--- config.mk ---
export PLATFORM = sky130hd
export DESIGN_NAME = spw_wake_top
export DESIGN_NICKNAME = d
export VERILOG_FILES = /design/src/pkg/spw_pkg.sv /design/src/rtl/spw_pin_sync.sv /design/src/rtl/spw_power_ctl.sv /design/src/rtl/spw_wake_top.sv
export VERILOG_INCLUDE_DIRS = /design/src /design/src/pkg
export SDC_FILE = /design/constraint.sdc
export NUM_CORES = 1
export LEC_CHECK = 0
export ABC_AREA = 1
export BUFFER_PORTS_ARGS = -buffer_cell sky130_fd_sc_hd__buf_2
export CAP_MARGIN = 20
export CORE_MARGIN = 2
export CORE_UTILIZATION = 55
export DETAILED_ROUTE_END_ITERATION = 8
export MAX_ROUTING_LAYER = met4
export PLACE_DENSITY = 0.75
export SLEW_MARGIN = 40
export SYNTH_ARGS = -nofsm -noshare
export SYNTH_HDL_FRONTEND = slang
export SYNTH_SLANG_ARGS = --single-unit
--- constraint.sdc ---
create_clock -name CLK_I -period 4.65 [get_ports CLK_I]
set_input_delay 0.465 -clock CLK_I [delete_from_list [all_inputs] [get_ports CLK_I]]
set_output_delay 0.465 -clock CLK_I [all_outputs]
set_load 0.01 [all_outputs]
--- src/pkg/spw_defines.svh ---
`ifndef SPW_DEFINES_SVH
`define SPW_DEFINES_SVH

// Register offsets (byte addresses on the 8-bit register port)
`define SPW_ADDR_W 8
`define SPW_DATA_W 8
`define SPW_OFF_WAKE_EN1 8'hB0
`define SPW_OFF_WAKE_EN2 8'hB1
`define SPW_OFF_IRQ_STATUS 8'hB4
`define SPW_OFF_IRQ_CLEAR 8'hB5
`define SPW_OFF_IRQ_ENABLE 8'hB6
`define SPW_OFF_POWER_STATE 8'hB7

// Reset values
`define SPW_RST_WAKE_EN1 8'h00
`define SPW_RST_WAKE_EN2 8'h80
`define SPW_RST_IRQ 8'h00
`define SPW_READ_UNMAPPED 8'h00

// Writable bits of the second enable register; the rest are reserved
`define SPW_WAKE_EN2_MASK 8'hAB

// Bits of the first wake enable register
`define SPW_EN1_UART1_RING 0
`define SPW_EN1_UART2_RING 1
`define SPW_EN1_KBD_CLK 2
`define SPW_EN1_MOUSE_CLK 3
`define SPW_EN1_GROUP_IRQ1 4
`define SPW_EN1_GROUP_IRQ2 5
`define SPW_EN1_IR_RX 6
`define SPW_EN1_ALARM 7

// Bits of the second wake enable register
`define SPW_EN2_UART1_RX 0
`define SPW_EN2_UART2_RX 1
`define SPW_EN2_RING 3
`define SPW_EN2_CIR 5
`define SPW_EN2_OFF 7

// Interrupt status / clear / enable bits
`define SPW_IRQ_WAKE 0
`define SPW_IRQ_BUTTON_OFF 1
`define SPW_IRQ_OFF_REFUSED 2
`define SPW_IRQ_BUTTON_ON 3
`define SPW_IRQ_BITS 4

// Power state register bits
`define SPW_PST_ON 0
`define SPW_PST_BUTTON 1

// Timing
`define SPW_CLK_PERIOD_NS 25
`define SPW_DEBOUNCE_NS 16000000
`define SPW_DEBOUNCE_CYCLES (`SPW_DEBOUNCE_NS / `SPW_CLK_PERIOD_NS)

// Pin synchroniser count
`define SPW_PIN_COUNT 10

`endif

--- src/pkg/spw_pkg.sv ---
package spw_pkg;

    typedef enum logic [1:0] {
        SPW_ST_OFF = 2'b01,
        SPW_ST_ON = 2'b10
    } spw_power_state_t;

endpackage : spw_pkg

--- src/rtl/spw_pin_sync.sv ---
`timescale 1ns/1ps
`default_nettype none

module spw_pin_sync
    import spw_pkg::*;
#(
    parameter int N = 1
) (
    input wire logic clk_i,
    input wire logic rstn_i,
    input wire logic [N-1:0] pin_i,
    output logic [N-1:0] level_o,
    output logic [N-1:0] fall_o
);

    // Pins idle high; a change counts only once stages two and three agree
    genvar g;
    generate
        for (g = 0; g < N; g++) begin : g_pin
            logic s1;
            logic s2;
            logic s3;
            logic lvl;
            logic fall;
            wire agree = (s2 == s3);
            always_ff @(posedge clk_i or negedge rstn_i) begin
                if (!rstn_i) begin
                    s1 <= 1'b1;
                    s2 <= 1'b1;
                    s3 <= 1'b1;
                    lvl <= 1'b1;
                    fall <= 1'b0;
                end else begin
                    s1 <= pin_i[g];
                    s2 <= s1;
                    s3 <= s2;
                    if (agree) begin
                        lvl <= s3;
                    end
                    fall <= agree & lvl & ~s3;
                end
            end
            assign level_o[g] = lvl;
            assign fall_o[g] = fall;
        end
    endgenerate

endmodule : spw_pin_sync

`default_nettype wire

--- src/rtl/spw_power_ctl.sv ---
`timescale 1ns/1ps
`default_nettype none

module spw_power_ctl
    import spw_pkg::*;
(
    input wire logic clk_i,
    input wire logic rstn_i,
    input wire logic wake_i,
    input wire logic button_press_i,
    input wire logic off_en_i,
    output logic power_on_n_o,
    output logic went_on_wake_o,
    output logic went_on_button_o,
    output logic went_off_o,
    output logic off_refused_o
);

    spw_power_state_t state;
    spw_power_state_t next_state;

    wire go_on_wake = (state == SPW_ST_OFF) & wake_i;
    wire go_on_button = (state == SPW_ST_OFF) & button_press_i & ~wake_i;
    wire go_off = (state == SPW_ST_ON) & button_press_i & off_en_i;
    wire refuse = (state == SPW_ST_ON) & button_press_i & ~off_en_i;

    always_comb begin
        next_state = state;
        unique case (state)
            SPW_ST_OFF: begin
                if (go_on_wake | go_on_button) begin
                    next_state = SPW_ST_ON;
                end
            end
            SPW_ST_ON: begin
                if (go_off) begin
                    next_state = SPW_ST_OFF;
                end
            end
            default: begin
                next_state = SPW_ST_OFF;
            end
        endcase
    end

    always_ff @(posedge clk_i or negedge rstn_i) begin
        if (!rstn_i) begin
            state <= SPW_ST_OFF;
            power_on_n_o <= 1'b1;
            went_on_wake_o <= 1'b0;
            went_on_button_o <= 1'b0;
            went_off_o <= 1'b0;
            off_refused_o <= 1'b0;
        end else begin
            state <= next_state;
            power_on_n_o <= (next_state != SPW_ST_ON);
            went_on_wake_o <= go_on_wake;
            went_on_button_o <= go_on_button;
            went_off_o <= go_off;
            off_refused_o <= refuse;
        end
    end

endmodule : spw_power_ctl

`default_nettype wire

--- src/rtl/spw_wake_top.sv ---
// The plain strobed port was left to the implementer.
`include "spw_defines.svh"
`timescale 1ns/1ps
`default_nettype none

module spw_wake_top
    import spw_pkg::*;
#(
    parameter int DEBOUNCE_CYCLES = `SPW_DEBOUNCE_CYCLES
) (
    input wire logic CLK_I,
    input wire logic RSTN_I,
    input wire logic SUPPLY_RSTN_I,
    input wire logic [`SPW_ADDR_W-1:0] ADDR_I,
    input wire logic [`SPW_DATA_W-1:0] WDATA_I,
    input wire logic WR_I,
    input wire logic RD_I,
    output logic [`SPW_DATA_W-1:0] RDATA_O,
    input wire logic UART1_RING_N_I,
    input wire logic UART2_RING_N_I,
    input wire logic KEYBOARD_CLOCK_PIN_I,
    input wire logic MOUSE_CLOCK_PIN_I,
    input wire logic IR_RECEIVE_INPUT_2_I,
    input wire logic UART1_RX_I,
    input wire logic UART2_RX_I,
    input wire logic RING_INPUT_N_I,
    input wire logic POWER_BUTTON_N_I,
    input wire logic GROUP_INTERRUPT_1_I,
    input wire logic GROUP_INTERRUPT_2_I,
    input wire logic ALARM_I,
    input wire logic CONSUMER_IR_WAKE_I,
    output logic POWER_ON_REQUEST_N_O,
    output logic IRQ_O
);

    ////////////////////////////////////////////////////////////////////////////
    // Pin synchronisers

    localparam int PINS = `SPW_PIN_COUNT;
    localparam int PIN_RI1 = 0;
    localparam int PIN_RI2 = 1;
    localparam int PIN_KBD = 2;
    localparam int PIN_MOUSE = 3;
    localparam int PIN_IR = 4;
    localparam int PIN_RX1 = 5;
    localparam int PIN_RX2 = 6;
    localparam int PIN_RING = 7;
    localparam int PIN_BUTTON = 8;
    localparam int PIN_SUPPLY = 9;

    wire [PINS-1:0] pins_raw = {
        SUPPLY_RSTN_I,
        POWER_BUTTON_N_I,
        RING_INPUT_N_I,
        UART2_RX_I,
        UART1_RX_I,
        IR_RECEIVE_INPUT_2_I,
        MOUSE_CLOCK_PIN_I,
        KEYBOARD_CLOCK_PIN_I,
        UART2_RING_N_I,
        UART1_RING_N_I
    };
    logic [PINS-1:0] pin_level;
    logic [PINS-1:0] pin_fall;

    spw_pin_sync #(
        .N(PINS)
    ) u_sync (
        .clk_i(CLK_I),
        .rstn_i(RSTN_I),
        .pin_i(pins_raw),
        .level_o(pin_level),
        .fall_o(pin_fall)
    );

    // Main supply or host bus reset, already synchronised; clears the
    // volatile side only, never the battery-backed enables
    wire supply_reset = ~pin_level[PIN_SUPPLY];

    ////////////////////////////////////////////////////////////////////////////
    // Register port decode

    wire hit_en1 = (ADDR_I == `SPW_OFF_WAKE_EN1);
    wire hit_en2 = (ADDR_I == `SPW_OFF_WAKE_EN2);
    wire hit_status = (ADDR_I == `SPW_OFF_IRQ_STATUS);
    wire hit_clear = (ADDR_I == `SPW_OFF_IRQ_CLEAR);
    wire hit_irq_en = (ADDR_I == `SPW_OFF_IRQ_ENABLE);
    wire hit_pstate = (ADDR_I == `SPW_OFF_POWER_STATE);

    wire wr_en1 = WR_I & hit_en1;
    wire wr_en2 = WR_I & hit_en2;
    wire wr_clear = WR_I & hit_clear;
    wire wr_irq_en = WR_I & hit_irq_en;

    ////////////////////////////////////////////////////////////////////////////
    // Battery-backed wake enables

    logic [`SPW_DATA_W-1:0] wake_source_enable_1;
    logic [`SPW_DATA_W-1:0] wake_source_enable_2;

    // Only the battery reset returns these to defaults; supply_reset is
    // deliberately left out so enables survive a main power cycle
    always_ff @(posedge CLK_I or negedge RSTN_I) begin
        if (!RSTN_I) begin
            wake_source_enable_1 <= `SPW_RST_WAKE_EN1;
            wake_source_enable_2 <= `SPW_RST_WAKE_EN2;
        end else begin
            if (wr_en1) begin
                wake_source_enable_1 <= WDATA_I;
            end
            if (wr_en2) begin
                wake_source_enable_2 <= WDATA_I & `SPW_WAKE_EN2_MASK;
            end
        end
    end

    ////////////////////////////////////////////////////////////////////////////
    // Wake sources, laid out like the enable registers

    logic [`SPW_DATA_W-1:0] src1;
    logic [`SPW_DATA_W-1:0] src2;

    always_comb begin
        src1 = 8'h00;
        src1[`SPW_EN1_UART1_RING] = pin_fall[PIN_RI1];
        src1[`SPW_EN1_UART2_RING] = pin_fall[PIN_RI2];
        src1[`SPW_EN1_KBD_CLK] = pin_fall[PIN_KBD];
        src1[`SPW_EN1_MOUSE_CLK] = pin_fall[PIN_MOUSE];
        src1[`SPW_EN1_GROUP_IRQ1] = GROUP_INTERRUPT_1_I;
        src1[`SPW_EN1_GROUP_IRQ2] = GROUP_INTERRUPT_2_I;
        src1[`SPW_EN1_IR_RX] = pin_fall[PIN_IR];
        src1[`SPW_EN1_ALARM] = ALARM_I;
    end

    // Bit 7 of the second register is the power-off enable, not a source
    always_comb begin
        src2 = 8'h00;
        src2[`SPW_EN2_UART1_RX] = pin_fall[PIN_RX1];
        src2[`SPW_EN2_UART2_RX] = pin_fall[PIN_RX2];
        src2[`SPW_EN2_RING] = pin_fall[PIN_RING];
        src2[`SPW_EN2_CIR] = CONSUMER_IR_WAKE_I;
    end

    wire [`SPW_DATA_W-1:0] hit1 = src1 & wake_source_enable_1;
    wire [`SPW_DATA_W-1:0] hit2 = src2 & wake_source_enable_2;
    wire wake_request = (|hit1) | (|hit2);
    wire off_enable = wake_source_enable_2[`SPW_EN2_OFF];

    ////////////////////////////////////////////////////////////////////////////
    // Power button debounce

    // A bouncing button must not toggle power twice; the price is that a
    // press shorter than the debounce time is ignored
    localparam int DB_W = $clog2(DEBOUNCE_CYCLES + 1);
    localparam logic [DB_W-1:0] DB_LAST = DB_W'(DEBOUNCE_CYCLES - 1);

    logic [DB_W-1:0] db_count;
    logic button_stable;
    logic button_press;

    wire button_now = pin_level[PIN_BUTTON];
    wire button_differs = (button_now != button_stable);
    wire db_done = button_differs & (db_count == DB_LAST);

    always_ff @(posedge CLK_I or negedge RSTN_I) begin
        if (!RSTN_I) begin
            db_count <= '0;
            button_stable <= 1'b1;
            button_press <= 1'b0;
        end else begin
            button_press <= db_done & button_stable;
            if (!button_differs || db_done) begin
                db_count <= '0;
            end else begin
                db_count <= db_count + DB_W'(1);
            end
            if (db_done) begin
                button_stable <= button_now;
            end
        end
    end

    ////////////////////////////////////////////////////////////////////////////
    // Power state

    logic power_on_n;
    logic ev_wake;
    logic ev_button_on;
    logic ev_off;
    logic ev_refused;

    spw_power_ctl u_power (
        .clk_i(CLK_I),
        .rstn_i(RSTN_I),
        .wake_i(wake_request),
        .button_press_i(button_press),
        .off_en_i(off_enable),
        .power_on_n_o(power_on_n),
        .went_on_wake_o(ev_wake),
        .went_on_button_o(ev_button_on),
        .went_off_o(ev_off),
        .off_refused_o(ev_refused)
    );

    ////////////////////////////////////////////////////////////////////////////
    // Interrupt status, clear and enable

    logic [`SPW_IRQ_BITS-1:0] irq_status;
    logic [`SPW_IRQ_BITS-1:0] irq_enable;
    logic [`SPW_IRQ_BITS-1:0] irq_event;

    always_comb begin
        irq_event = '0;
        irq_event[`SPW_IRQ_WAKE] = ev_wake;
        irq_event[`SPW_IRQ_BUTTON_OFF] = ev_off;
        irq_event[`SPW_IRQ_OFF_REFUSED] = ev_refused;
        irq_event[`SPW_IRQ_BUTTON_ON] = ev_button_on;
    end

    wire [`SPW_IRQ_BITS-1:0] clr_bits = wr_clear ? WDATA_I[`SPW_IRQ_BITS-1:0] : '0;
    // Set wins over a clear landing in the same cycle
    wire [`SPW_IRQ_BITS-1:0] next_status = (irq_status & ~clr_bits) | irq_event;
    wire [`SPW_IRQ_BITS-1:0] next_enable =
        wr_irq_en ? WDATA_I[`SPW_IRQ_BITS-1:0] : irq_enable;

    always_ff @(posedge CLK_I or negedge RSTN_I) begin
        if (!RSTN_I) begin
            irq_status <= '0;
            irq_enable <= '0;
            IRQ_O <= 1'b0;
        end else if (supply_reset) begin
            irq_status <= '0;
            irq_enable <= '0;
            IRQ_O <= 1'b0;
        end else begin
            irq_status <= next_status;
            irq_enable <= next_enable;
            IRQ_O <= |(next_status & next_enable);
        end
    end

    ////////////////////////////////////////////////////////////////////////////
    // Read data and power request output

    wire [`SPW_DATA_W-1:0] status_word = {{(`SPW_DATA_W-`SPW_IRQ_BITS){1'b0}}, irq_status};
    wire [`SPW_DATA_W-1:0] enable_word = {{(`SPW_DATA_W-`SPW_IRQ_BITS){1'b0}}, irq_enable};
    logic [`SPW_DATA_W-1:0] pstate_word;

    always_comb begin
        pstate_word = 8'h00;
        pstate_word[`SPW_PST_ON] = ~power_on_n;
        pstate_word[`SPW_PST_BUTTON] = ~button_stable;
    end

    // The clear register is write-only and reads as zero
    wire [`SPW_DATA_W-1:0] next_rdata =
        hit_en1 ? wake_source_enable_1 :
        hit_en2 ? wake_source_enable_2 :
        hit_status ? status_word :
        hit_irq_en ? enable_word :
        hit_pstate ? pstate_word :
        `SPW_READ_UNMAPPED;

    always_ff @(posedge CLK_I or negedge RSTN_I) begin
        if (!RSTN_I) begin
            RDATA_O <= `SPW_READ_UNMAPPED;
            POWER_ON_REQUEST_N_O <= 1'b1;
        end else begin
            RDATA_O <= RD_I ? next_rdata : `SPW_READ_UNMAPPED;
            POWER_ON_REQUEST_N_O <= power_on_n;
        end
    end

endmodule : spw_wake_top

`default_nettype wire

# Word level (Yosys, flattened, before mapping)
# Index checks and enable logic that the tools add are counted.
classes:
  bitwise_logic: 48
  mux: 15
  reduce_logical: 5
  eq_ne: 21
  addsub: 1
op_table:
  columns: ["operator", "count"]
  rows:
  - ["$eq A8 B8 Y1 const B", 6]
  - ["$and A1 B1 Y1", 28]
  - ["$mux W4", 6]
  - ["$mux W8", 3]
  - ["$add A20 B1 Y20 const B", 1]
  - ["$eq A20 B20 Y1 const B", 1]
  - ["$mux W20", 1]
  - ["$reduce_or A8 Y1", 2]
  - ["$not A1 Y1", 12]
  - ["$eq A1 B1 Y1", 10]
  - ["$and A4 B4 Y4", 2]
  - ["$and A6 B8 Y8", 1]
  - ["$and A8 B8 Y8", 1]
  - ["$mux W2", 3]
  - ["$not A4 Y4", 1]
  - ["$or A4 B4 Y4", 1]
  - ["$pmux W2 S2", 1]
  - ["$reduce_or A4 Y1", 1]
  - ["$eq A2 B1 Y1 const B", 1]
  - ["$eq A2 B2 Y1 const B", 1]
  - ["$ne A2 B2 Y1 const B", 1]
  - ["$or A1 B1 Y1", 2]
  - ["$logic_not A1 Y1", 1]
  - ["$logic_or A1 B1 Y1", 1]
  - ["2 further kinds", 2]
word_totals:
  register_bits: 108
  word_cells: 154
  input_bits: 34

# Longest topological paths before layout
# Gate-level depths: netlist (run 1).
logic_depth:
  depth_word: 9
  depth_mapped: 11
  mapped_depth_nobuf: 11

# Hierarchy
# Synthesis (run 1) repeated with hierarchy kept, for this count alone.
unflattened:
  hier_cells: 490
  area_unflattened_um2: 4783.3
by_module_without_submodules:
  columns: ["module", "area_per_inst_um2", "instances", "cells_each"]
  rows:
  - ["spw_wake_top", 2775.2, 1, 333]
  - ["spw_pin_sync", 1664.1, 1, 120]
  - ["spw_power_ctl", 344.1, 1, 37]

# Worst setup path before layout (run 1)
# Ideal clock, no wire load.
synth_path:
  path_type: "input port to flip-flop"
  from: "in ADDR_I[6]"
  to: "reg wake_source_enable_1[3]"
  path_buffers: 1
  path_stages: 11
  setup_time_ns: 0.118
  path_slack_ns: 3.077
  required_time_ns: 4.532
  arrival_ns: 1.455
  cell_sequence: "inv_1 > nand2_1 > nor2_4 > nand2_4 > nor2_4 > nand2_4 > inv_6 > nand2_4 > buf_4 > nand2_1 > o21ai_2"
synth_via:
  elab_chain_cells: 2
synth_lines:
  columns: ["element", "line_no", "text"]
  rows:
  - ["start: declaration", "spw_wake_top.sv:14", "input wire logic [`SPW_ADDR_W-1:0] ADDR_I,"]
  - ["$eq A8 B8 Y1 (no line)", null, null]
  - ["$and A1 B1 Y1", "spw_wake_top.sv:90", "wire wr_en1 = WR_I & hit_en1;"]
  - ["end signal: assignment", "spw_wake_top.sv:105", "wake_source_enable_1 <= `SPW_RST_WAKE_EN1;"]
  - ["end: declaration", "spw_wake_top.sv:98", "logic [`SPW_DATA_W-1:0] wake_source_enable_1;"]
# No other way between the ends.
# A chain may end at the register's enable or synchronous reset.

# Worst setup path after layout (run 1)
layout_path:
  from: "reg db_count[0]"
  to: "reg db_count[13]"
layout_via:
  elab_chain_cells: 4
  word_cells_on_any_way: 5
  cone_classes: "1 x add/sub; 1 x eq/ne; 1 x mux; 1 x bitwise; 1 x reduce/logical"
layout_lines:
  columns: ["element", "line_no", "text"]
  rows:
  - ["start: declaration", "spw_wake_top.sv:157", "logic [DB_W-1:0] db_count;"]
  - ["start signal: assignment", "spw_wake_top.sv:175", "db_count <= db_count + DB_W'(1);"]
  - ["parallel branches: the longest is 3 deep, another holds $add A20 B1 Y20", null, null]
  - ["$mux W20 *", "spw_wake_top.sv:172", "if (!button_differs || db_done) begin"]
# Mark *: on every way between the ends.

==> results.sh, run 1 <==
export IMPL_yosys_area_top_type="dfrtp_1"
export IMPL_netlist_instances=443
export IMPL_cp_max_fo=20
export IMPL_drv_cap=0
export IMPL_postCtsSetupBuffers=0
export IMPL_path_clk_slew_ns=0.10
export IMPL_yosys_warnings=0
export IMPL_grt_overflow=0
export IMPL_start_kind="flop"
export IMPL_clock_latency_ns=0.36
export IMPL_cts_hold_buf=0
export IMPL_drive_above_1_share=0.248
export IMPL_relSlewSlack=0.618
export IMPL_post_drt_wl_per_cell_um=13.4
export IMPL_dpl_cell_count=585
export IMPL_ir_drop_uv=228
export IMPL_yosysMostFrequentCell="nand2_1"
export IMPL_async_flop_share=1.00
export IMPL_period_needed_ns=1.87
export IMPL_cts_root_buffer="clkbuf_8"
export IMPL_cts_resized=0
export IMPL_cts_tree="built"
export IMPL_drv_slew=0
export IMPL_dieArea_um2=8860
export IMPL_vias_per_cell=5.17
export IMPL_power_density_nw_per_um2=353
export IMPL_ioPinCount=44
export IMPL_fill_cells=632
export IMPL_fp_dieW_um=94.1
export IMPL_grt_max_degree=66
export IMPL_synthMuxAreaShare=0
export IMPL_first_pass_iters=5
export IMPL_path_class="flop to flop"
export IMPL_setup_violations=0
export IMPL_grt_pass1_vias=3083
export IMPL_syn_num_nets=480
export IMPL_grt_pass1_wl_um=14000
export IMPL_synthXorXnorAreaFrac=0.0157
export IMPL_fin_nets=531
export IMPL_gr_usage_all_layers=0.211
export IMPL_finalInstanceArea_um2=4990
export IMPL_ys_flop_type="dfrtp_1"
export IMPL_slowest_stage="dfrtp_1"
export IMPL_synth_edf_count=0
export IMPL_crit_top_cell="nand2_2"
export IMPL_cp_cell_sequence="ha_1 -> nand3_2 -> nor2_2 -> nand2_2 -> nor2_4 -> nand4_4 -> nand2_2 -> nor2_1"
export IMPL_fp_coreArea_um2=7810
export IMPL_rsz0062_at_grt="false"
export IMPL_regArea_um2=2760
export IMPL_antenna_left=0
export IMPL_fin_crit_sh=0.402
export IMPL_clockBufferDepth=2
export IMPL_fmax_mhz=535
export IMPL_gp_congestion=0.928
export IMPL_multi_input_area_um2=1470
export IMPL_layout_cells_non_filler=601
export IMPL_synthSimpleGateAreaFrac=0.237
export IMPL_hold_class="primary input to asynchronous set/reset pin"
export IMPL_hpwl_um=5810
export IMPL_antennaDiodeCount=0
export IMPL_placementRows=32
export IMPL_synth_commonest_cells="nand2_1 (108), dfrtp_1 (63), inv_1 (48), nor2_1 (48), dfstp_2 (45)"
export IMPL_drc=0
export IMPL_avgSynthCellArea_um2=10.1
export IMPL_io_buffers=43
export IMPL_power_w=0.00176
export IMPL_crit_family="simple AND/OR/NAND/NOR gates"
export IMPL_netlist_area_um2=4470
export IMPL_wirelength_um=8070
export IMPL_status="complete, no violations"
export IMPL_drtIter0Drc=189
export IMPL_synth_seq_cells=108
export IMPL_placed_cell_area_um2=4780
export IMPL_num_vias=3107
export IMPL_synth_top_family_by_area="simple AND/OR/NAND/NOR gates"
export IMPL_synthTopCellsByArea="dfrtp_1 (35%), dfstp_2 (26%), nand2_1 (9.1%)"
export IMPL_tightest_slew_ns=0.573
export IMPL_antenna_found_initial=0
export IMPL_cp_data_arrival_time_ns=2.10
export IMPL_hold_viol_final=0
export IMPL_crit_buf_inv=0
export IMPL_max_stage_delay_ns=0.41
export IMPL_clock_sinks=108
export IMPL_synthDistinctLibCells=34
export IMPL_die_h_um=94.1
export IMPL_synth_top_cell_area_share=0.353
export IMPL_synth_compound_area_frac=0.0462
export IMPL_synth_adder_area_share=0.0308
export IMPL_htreeDepth=3
export IMPL_cp_required_ns=4.89
export IMPL_skew_ns=0.00965
export IMPL_p_leak_nw=2.37
export IMPL_yosysSeqAreaShare=0.617
export IMPL_fin_setup_tns_ns=0
export IMPL_end_kind="flop"
export IMPL_start_util=0.572
export IMPL_numCtsBuffers=9
export IMPL_syn2layout_area_growth_pct=11.7
flip-flops by register name (all words and copies together), names as in the netlist, 2 cells and up:
signal                cells
u_sync.g_pin.s1          10
wake_source_enable_2      5
wake_source_enable_1      8
u_sync.g_pin.lvl         10
u_sync.g_pin.s3          10
u_sync.g_pin.s2          10
irq_enable                4
u_sync.g_pin.fall         8
db_count                 20
RDATA_O                   8
u_power.state             2
irq_status                4
worst reg2reg max path: stages, from the launching register on:
cell and delay [ns]:
dfrtp_1 0.41, ha_1 0.24, nand3_2 0.13, nor2_2 0.13, nand2_2 0.08, nor2_4 0.16
nand4_4 0.13, nand2_2 0.34, nor2_1 0.11
metrics by stage:
stage	utilization	setup WS, ns	hold slack [ns]
floorplan	-	3.08	0.169
global placement	0.612	2.88	0.345
detailed placement	0.612	2.80	0.347
CTS	0.639	2.77	0.169
global route	0.639	2.58	0.105
finish	0.639	2.78	0.0648
cell type report:
cell class / instances / share of cell area
clock buffers: 12 / 0.0311
clock inverters: 4 / 0.0110
inverters: 50 / 0.0386
multi-input cells: 281 / 0.295
flip-flops and latches: 108 / 0.553
well taps: 102 / 0.0256
repair buffers: 44 / 0.0459
per-layer routing:
layer	global-route usage	part of all wire	wire, um	up-vias
met3	0.0530	0.058	465	17
met1	0.267	0.43	3510	1482
met4	0.0882	0.017	140	0
li1	-	-	-	1524
met5	-	0	0	-
met2	0.326	0.49	3960	84
power by group:
part	internal, W	total (W)	switching (W)	leakage (nW)
clock network	0.000283	0.000583	0.000300	0.104
registers	0.00101	0.00104	0.0000326	1.34
logic	0.0000541	0.000141	0.0000872	0.926
total	0.00134	0.00176	0.000420	2.37
final timing paths:
path,from,endpoint,slack [ns],cells after the start
max reg2reg,db_count[0],db_count[13],2.78,8
min,RSTN_I,u_sync.g_pin[7].fall,0.06,1
min reg2reg,u_sync.g_pin[9].s1,u_sync.g_pin[9].s2,0.36,0
max,db_count[0],db_count[13],2.78,8
max in group asynchronous,RSTN_I,u_sync.g_pin[8].s1,3.62,2
min in group CLK_I,MOUSE_CLOCK_PIN_I,u_sync.g_pin[3].s1,0.19,1
cells by family after synthesis:
| family | count (synthesis) |
|---|---|
| AO/OA/AOI/OAI | 34 |
| XOR/XNOR | 8 |
| adder cells (fa/ha/maj) | 13 |
| buffers and inverters | 54 |
| flip-flops | 108 |
| AND/OR/NAND/NOR | 226 |
layout by cell type, fill, tap and decap left out:
master,netlist,final
nor3b_1,15,15
bufinv_16,0,1
clkbuf_1,0,1
nand2_4,3,3
nand3_2,1,1
nand4_1,12,12
nor2_1,48,48
nor4_1,3,3
buf_4,1,1
clkbuf_8,1,11
o21bai_1,2,2
nand2b_1,1,1
o21ai_2,6,6
clkinvlp_4,0,1
ha_1,3,3
dfstp_2,45,45
nand3_1,12,12
clkinv_1,1,1
xnor2_1,1,1
nand2_1,108,108
nor3_1,14,14
a211oi_1,1,1
dfrtp_1,63,63
xor2_1,7,7
a21oi_1,8,8
inv_6,1,3
buf_2,0,42
o21ai_0,14,14
nand3b_1,1,1
a21o_2,1,1
inv_1,48,48
a31oi_1,2,2
nor2_4,3,3
nand2_2,3,3
buf_6,2,1
nand4_4,1,1
maj3_1,10,10
nor2_2,1,1
Power figures use the tool's default switching activity.
==> inputs of run 2 (changes only) <==
CORE_UTILIZATION = 53   (was 55)
PLACE_DENSITY = 0.76   (was 0.75)
clock period = 1.7 ns   (was 4.65 ns; I/O delays follow)
==> run 2 against run 1 <==
- sequential share of layout area fell by 2.7 points
- die area rose by 3.6%
- via count rose by 2.7%
- design area grew 5.2%
- wire length grew 3.3%
- critical path depth increased by 1
- critical endpoint is now db_count[14]
- global-route usage shrank 0.90 points
- final cell count grew 3.8%
- clock-buffer cell count is 2 lower
- largest power group unchanged
- non-clock buffer count is 20 higher
==> results.sh, run 2 (synthesis results as in run 1) <==
export IMPL_numCtsBuffers=9
export IMPL_ioPinCount=44
export IMPL_r2r_cells=9
export IMPL_period_needed_ns=1.57
export IMPL_whs_path_depth=3
export IMPL_p_leak_nw=2.48
export IMPL_drtIter0Drc=148
export IMPL_finalInstanceArea_um2=5250
export IMPL_post_drt_wl_per_cell_um=13.4
export IMPL_cts_tree="built"
export IMPL_mostFrequentLayoutCell="nand2_1"
export IMPL_placementRows=33
export IMPL_grt_pass1_vias=3125
export IMPL_dieArea_um2=9180
export IMPL_power_density_nw_per_um2=927
export IMPL_placed_cell_area_um2=4880
export IMPL_grt_max_degree=34
export IMPL_cts_root_buffer="clkbuf_8"
export IMPL_hold_class="primary input to flop"
export IMPL_start_kind="flop"
export IMPL_fill_cells=639
export IMPL_dpl_cell_count=596
export IMPL_start_util=0.547
export IMPL_fin_crit_sh=0.922
export IMPL_hpwl_um=6000
export IMPL_grt_pass1_wl_um=13800
export IMPL_relSlewSlack=0.754
export IMPL_antenna_found_initial=0
export IMPL_fin_setup_tns_ns=0
export IMPL_grt_overflow=0
export IMPL_r2r_end="db_count[14]"
export IMPL_drive_above_1_share=0.268
export IMPL_largest_register="db_count"
export IMPL_cp_max_fo=20
export IMPL_num_vias=3192
export IMPL_htreeDepth=3
export IMPL_tightest_slew_ns=0.366
export IMPL_vias_per_cell=5.12
export IMPL_reg2reg_slack_ns=0.13
export IMPL_path_clk_slew_ns=0.10
export IMPL_drv_cap=0
export IMPL_io_buffers=43
export IMPL_skew_ns=0.00914
export IMPL_cp_data_arrival_time_ns=1.81
export IMPL_syn2layout_area_growth_pct=17.5
export IMPL_status="complete, no violations"
export IMPL_worstReg2RegStart="db_count[1]"
export IMPL_setup_violations=0
export IMPL_hold_viol_final=0
export IMPL_layout_cells_non_filler=624
export IMPL_antennaDiodeCount=0
export IMPL_drc=0
export IMPL_antenna_left=0
export IMPL_rsz0062_at_grt="false"
export IMPL_drv_slew=0
export IMPL_die_h_um=95.8
export IMPL_clock_latency_ns=0.36
export IMPL_fin_nets=551
export IMPL_wirelength_um=8340
export IMPL_first_pass_iters=5
export IMPL_final_cell_mix="nand2_1 (108), dfrtp_1 (63), inv_1 (48)"
export IMPL_fp_coreArea_um2=8180
export IMPL_gp_congestion=0.867
export IMPL_ir_drop_uv=524
export IMPL_fp_dieW_um=95.8
export IMPL_cp_required_ns=1.94
export IMPL_path_class="flop to flop"
export IMPL_whs_ns=0.0389
export IMPL_clockBufferDepth=2
export IMPL_clock_sinks=108
export IMPL_fmax_mhz=638
export IMPL_largest_reg_flops=20
export IMPL_holdCritStartpoint="WDATA_I[4]"
export IMPL_gr_usage_all_layers=0.202
export IMPL_end_kind="flop"
export IMPL_whs_endpoint="wake_source_enable_1[4]"
[run 2: cell count changes in the layout (fill, tap and decap cells not counted), sizes merged]
cell	previous run	this run
buf	44	53
clkbuf	12	10
clkinv	1	2
clkinvlp	1	0
dlygate4sd3	0	11
inv	51	53
[run 2: timing repair]
item                       CTS  global route
gates resized for setup      0             9
buffers inserted             0             1
hold buffers                11             0
setup endpoints to repair    0            21
hold endpoints to repair    71             0
[run 2: layout make-up]
type                    instances  area, um2  share of cell area
multi-input cells             281       1520               0.290
repair buffers                 64        440              0.0839
inverters                      50        193              0.0367
well taps                     105        131              0.0250
clock buffers                  10        128              0.0243
flip-flops and latches        108       2760               0.525
clock inverters                 6       76.3              0.0145
[run 2: worst max-delay path by stage]
stage                 from           end  slack (ns)  depth (start not counted)
2_1_floorplan  db_count[0]   db_count[8]        0.16                          9
3_3_place_gp   db_count[1]  db_count[11]        0.14                          9
3_5_place_dp   db_count[1]  db_count[14]        0.04                          9
4_1_cts        db_count[1]  db_count[14]        0.02                          9
5_1_grt        db_count[0]  db_count[13]        0.01                          8
6_report       db_count[1]  db_count[14]        0.13                          9
[run 2: per-layer routing]
metal	up-vias	global-route usage	wire length, um
li1	1560	-	-
met1	1553	0.230	3470
met2	67	0.353	4370
met3	12	0.0431	342
met4	0	0.0702	150
met5	-	-	0
[run 2: critical path, cell delays in order, from the launching register on]
cell	delay, ns
dfrtp_1	0.40
ha_4	0.17
nand3_4	0.11
nor2_4	0.12
nand2_2	0.08
nor2_4	0.12
nand4_4	0.12
nand2_2	0.11
buf_12	0.15
nor3_1	0.06
[run 2: power breakdown]
group | switching [W] | internal [W] | leakage (nW) | total [W]
sequential | 0.0000845 | 0.00276 | 1.34 | 0.00284
combinational | 0.000251 | 0.000198 | 1.03 | 0.000449
clock | 0.000865 | 0.000711 | 0.104 | 0.00158
[run 2: metrics by stage]
step	total power [W]	util	worst slack [ns]
global placement	0.00327	0.597	0.135
CTS	0.00492	0.635	0.0167
detailed placement	0.00331	0.597	0.0382
finish	0.00487	0.642	0.133
global route	0.00511	0.642	0.00998
floorplan	0.00311	-	0.164
==> inputs of run 3 (changes only) <==
--- a/config.mk
+++ b/config.mk
@@ -10,5 +10,5 @@
 export BUFFER_PORTS_ARGS = -buffer_cell sky130_fd_sc_hd__buf_2
 export CAP_MARGIN = 20
-export CORE_MARGIN = 2
+export CORE_MARGIN = 4
 export CORE_UTILIZATION = 53
 export DETAILED_ROUTE_END_ITERATION = 8
==> constraint.sdc (replaced) <==
create_clock -name CLK_I -period 1.3 [get_ports CLK_I]
set_input_delay 0.065 -clock CLK_I [delete_from_list [all_inputs] [get_ports CLK_I]]
set_output_delay 0.065 -clock CLK_I [all_outputs]
set_load 0.01 [all_outputs]
==> run 3 against run 2 <==
- the run now ends with setup timing left
- clock-buffer cell count fell by 1
- register-to-register slack got worse by 0.40 ns
- design area rose by 13%
- critical path depth did not move
- wire length rose by 20%
- via count rose by 8.4%
- core utilization rose by 7.7 points
- final cell count rose by 9.1%
- flip-flop and latch count did not move
- power rose by 34%
- largest power group unchanged
==> results.sh, run 3 (synthesis results as in run 1) <==
export IMPL_reg2reg_slack_ns=-0.27
export IMPL_grt_overflow=0
export IMPL_fin_setup_tns_ns=-5.30
export IMPL_clkPwrFrac=0.299
export IMPL_clock_sinks=108
export IMPL_whs_ns=0.0266
export IMPL_drv_slew=0
export IMPL_holdCritStartpoint="WDATA_I[1]"
export IMPL_p_seq_frac=0.570
export IMPL_r2r_end="db_count[18]"
export IMPL_cp_max_fo=5
export IMPL_ir_drop_uv=869
export IMPL_fin_nets=608
export IMPL_drtIter0Drc=145
export IMPL_skew_ns=0.0113
export IMPL_syn2layout_area_growth_pct=32.3
export IMPL_switchingPower_w=0.00175
export IMPL_largest_register="db_count"
export IMPL_drv_cap=0
export IMPL_placementRows=33
export IMPL_first_pass_iters=5
export IMPL_fp_dieW_um=99.8
export IMPL_hold_class="primary input to flop"
export IMPL_fin_crit_sh=1.20
export IMPL_antenna_found_initial=0
export IMPL_wirelength_um=9970
export IMPL_tightest_slew_ns=0.446
export IMPL_rsz0062_at_grt="true"
export IMPL_power_density_nw_per_um2=1100
export IMPL_drive_above_1_share=0.391
export IMPL_die_h_um=99.8
export IMPL_dieArea_um2=9970
export IMPL_clock_latency_ns=0.37
export IMPL_start_util=0.544
export IMPL_grt_pass1_vias=3351
export IMPL_swShare=0.268
export IMPL_whs_path_depth=3
export IMPL_path_clk_slew_ns=0.11
export IMPL_relSlewSlack=0.700
export IMPL_cp_data_arrival_time_ns=1.83
export IMPL_setup_violations=22
export IMPL_ioPinCount=44
export IMPL_fin_ws_ns=-0.265
export IMPL_mostFrequentLayoutCell="nand2_1"
export IMPL_htreeDepth=3
export IMPL_post_drt_wl_per_cell_um=14.6
export IMPL_p_int_w=0.00478
export IMPL_hpwl_um=6660
export IMPL_gr_usage_all_layers=0.208
export IMPL_vias_per_cell=5.08
export IMPL_clockBufferDepth=2
export IMPL_grt_max_degree=46
export IMPL_fmax_mhz=639
export IMPL_whs_endpoint="wake_source_enable_1[1]"
export IMPL_start_kind="flop"
export IMPL_fill_cells=585
export IMPL_p_leak_nw=2.82
export IMPL_cts_root_buffer="clkbuf_8"
export IMPL_end_kind="flop"
export IMPL_drc=0
export IMPL_grt_pass1_wl_um=15900
export IMPL_hold_viol_final=0
export IMPL_status="finished with violations"
export IMPL_path_class="flop to flop"
export IMPL_cts_tree="built"
export IMPL_final_cell_mix="nand2_1 (103), dfrtp_1 (61), buf_4 (53)"
export IMPL_combPwrFrac=0.131
export IMPL_period_needed_ns=1.57
export IMPL_violations="setup timing"
export IMPL_worstReg2RegStart="db_count[0]"
export IMPL_largest_reg_flops=20
export IMPL_cp_required_ns=1.56
export IMPL_r2r_cells=9
export IMPL_fp_coreArea_um2=8220
export IMPL_io_buffers=43
export IMPL_antenna_left=0
export IMPL_num_vias=3459
export IMPL_numCtsBuffers=9
export IMPL_gp_congestion=0.889
export IMPL_antennaDiodeCount=0
run 3: power groups by stage:
stage	sequential [W]	clock (W)	combinational (W)
after detailed placement	0.00376	0	0.000633
after global placement	0.00375	0	0.000599
after global routing	0.00374	0.00217	0.000943
final	0.00372	0.00195	0.000858
after CTS	0.00371	0.00202	0.000737
after floorplan	0.00375	0	0.000323
run 3: metal layers:
layer  part of all wire  wire [um]  vias to the layer above  GRT usage
met2               0.53       5240                      104      0.340
li1                   -          -                     1677          -
met3              0.047        464                       26     0.0438
met4              0.019        185                        0     0.0620
met1               0.41       4080                     1652      0.262
met5                  0          0                        -          -
run 3: layout make-up:
| cell class | instances | area (um2) | share of cell area |
|---|---|---|---|
| Tap cell | 105 | 131 | 0.0222 |
| Clock inverter | 7 | 67.6 | 0.0114 |
| Sequential cell | 108 | 2760 | 0.467 |
| Clock buffer | 9 | 124 | 0.0210 |
| Multi-Input combinational cell | 281 | 1700 | 0.288 |
| Inverter | 50 | 193 | 0.0326 |
| Timing Repair Buffer | 121 | 931 | 0.157 |
run 3: stage by stage:
stage | power (W) | setup WS [ns] | util | instances | instance area (um2)
final | 0.00652 | -0.265 | 0.720 | 681 | 5910
after global routing | 0.00686 | -0.364 | 0.720 | 681 | 5910
after CTS | 0.00647 | -0.228 | 0.686 | 674 | 5640
after detailed placement | 0.00440 | -0.241 | 0.632 | 636 | 5190
after global placement | 0.00435 | -0.145 | 0.632 | 636 | 5190
after floorplan | 0.00407 | -0.229 | - | 443 | 4480
run 3: how the worst max path moves through the flow:
stage                      from             to  cells after the start
finish              db_count[0]   db_count[18]                      9
CTS                 db_count[0]    db_count[3]                      9
global placement    db_count[0]  button_stable                      9
detailed placement  db_count[0]   db_count[14]                      9
floorplan           db_count[0]    db_count[8]                      9
global route        db_count[3]   db_count[19]                      7
run 3: worst max-delay path, cell delays in order, from the launching register on:
cell       delay (ns)
dfrtp_1          0.42
ha_4             0.17
nand3_4          0.08
nor2_4           0.10
nand2_2          0.09
nor2_4           0.13
nand4_4          0.12
nand2_4          0.14
clkbuf_16        0.17
a21oi_2          0.03
run 3: timing repair:
action                                  CTS  global route
endpoints found under the hold margin    92             0
pin swaps                                 7            15
hold buffers                             19             0
buffers inserted                          3             4
endpoints found under the setup margin   25            24
gates resized for setup                  10            41
gates cloned                              0             3
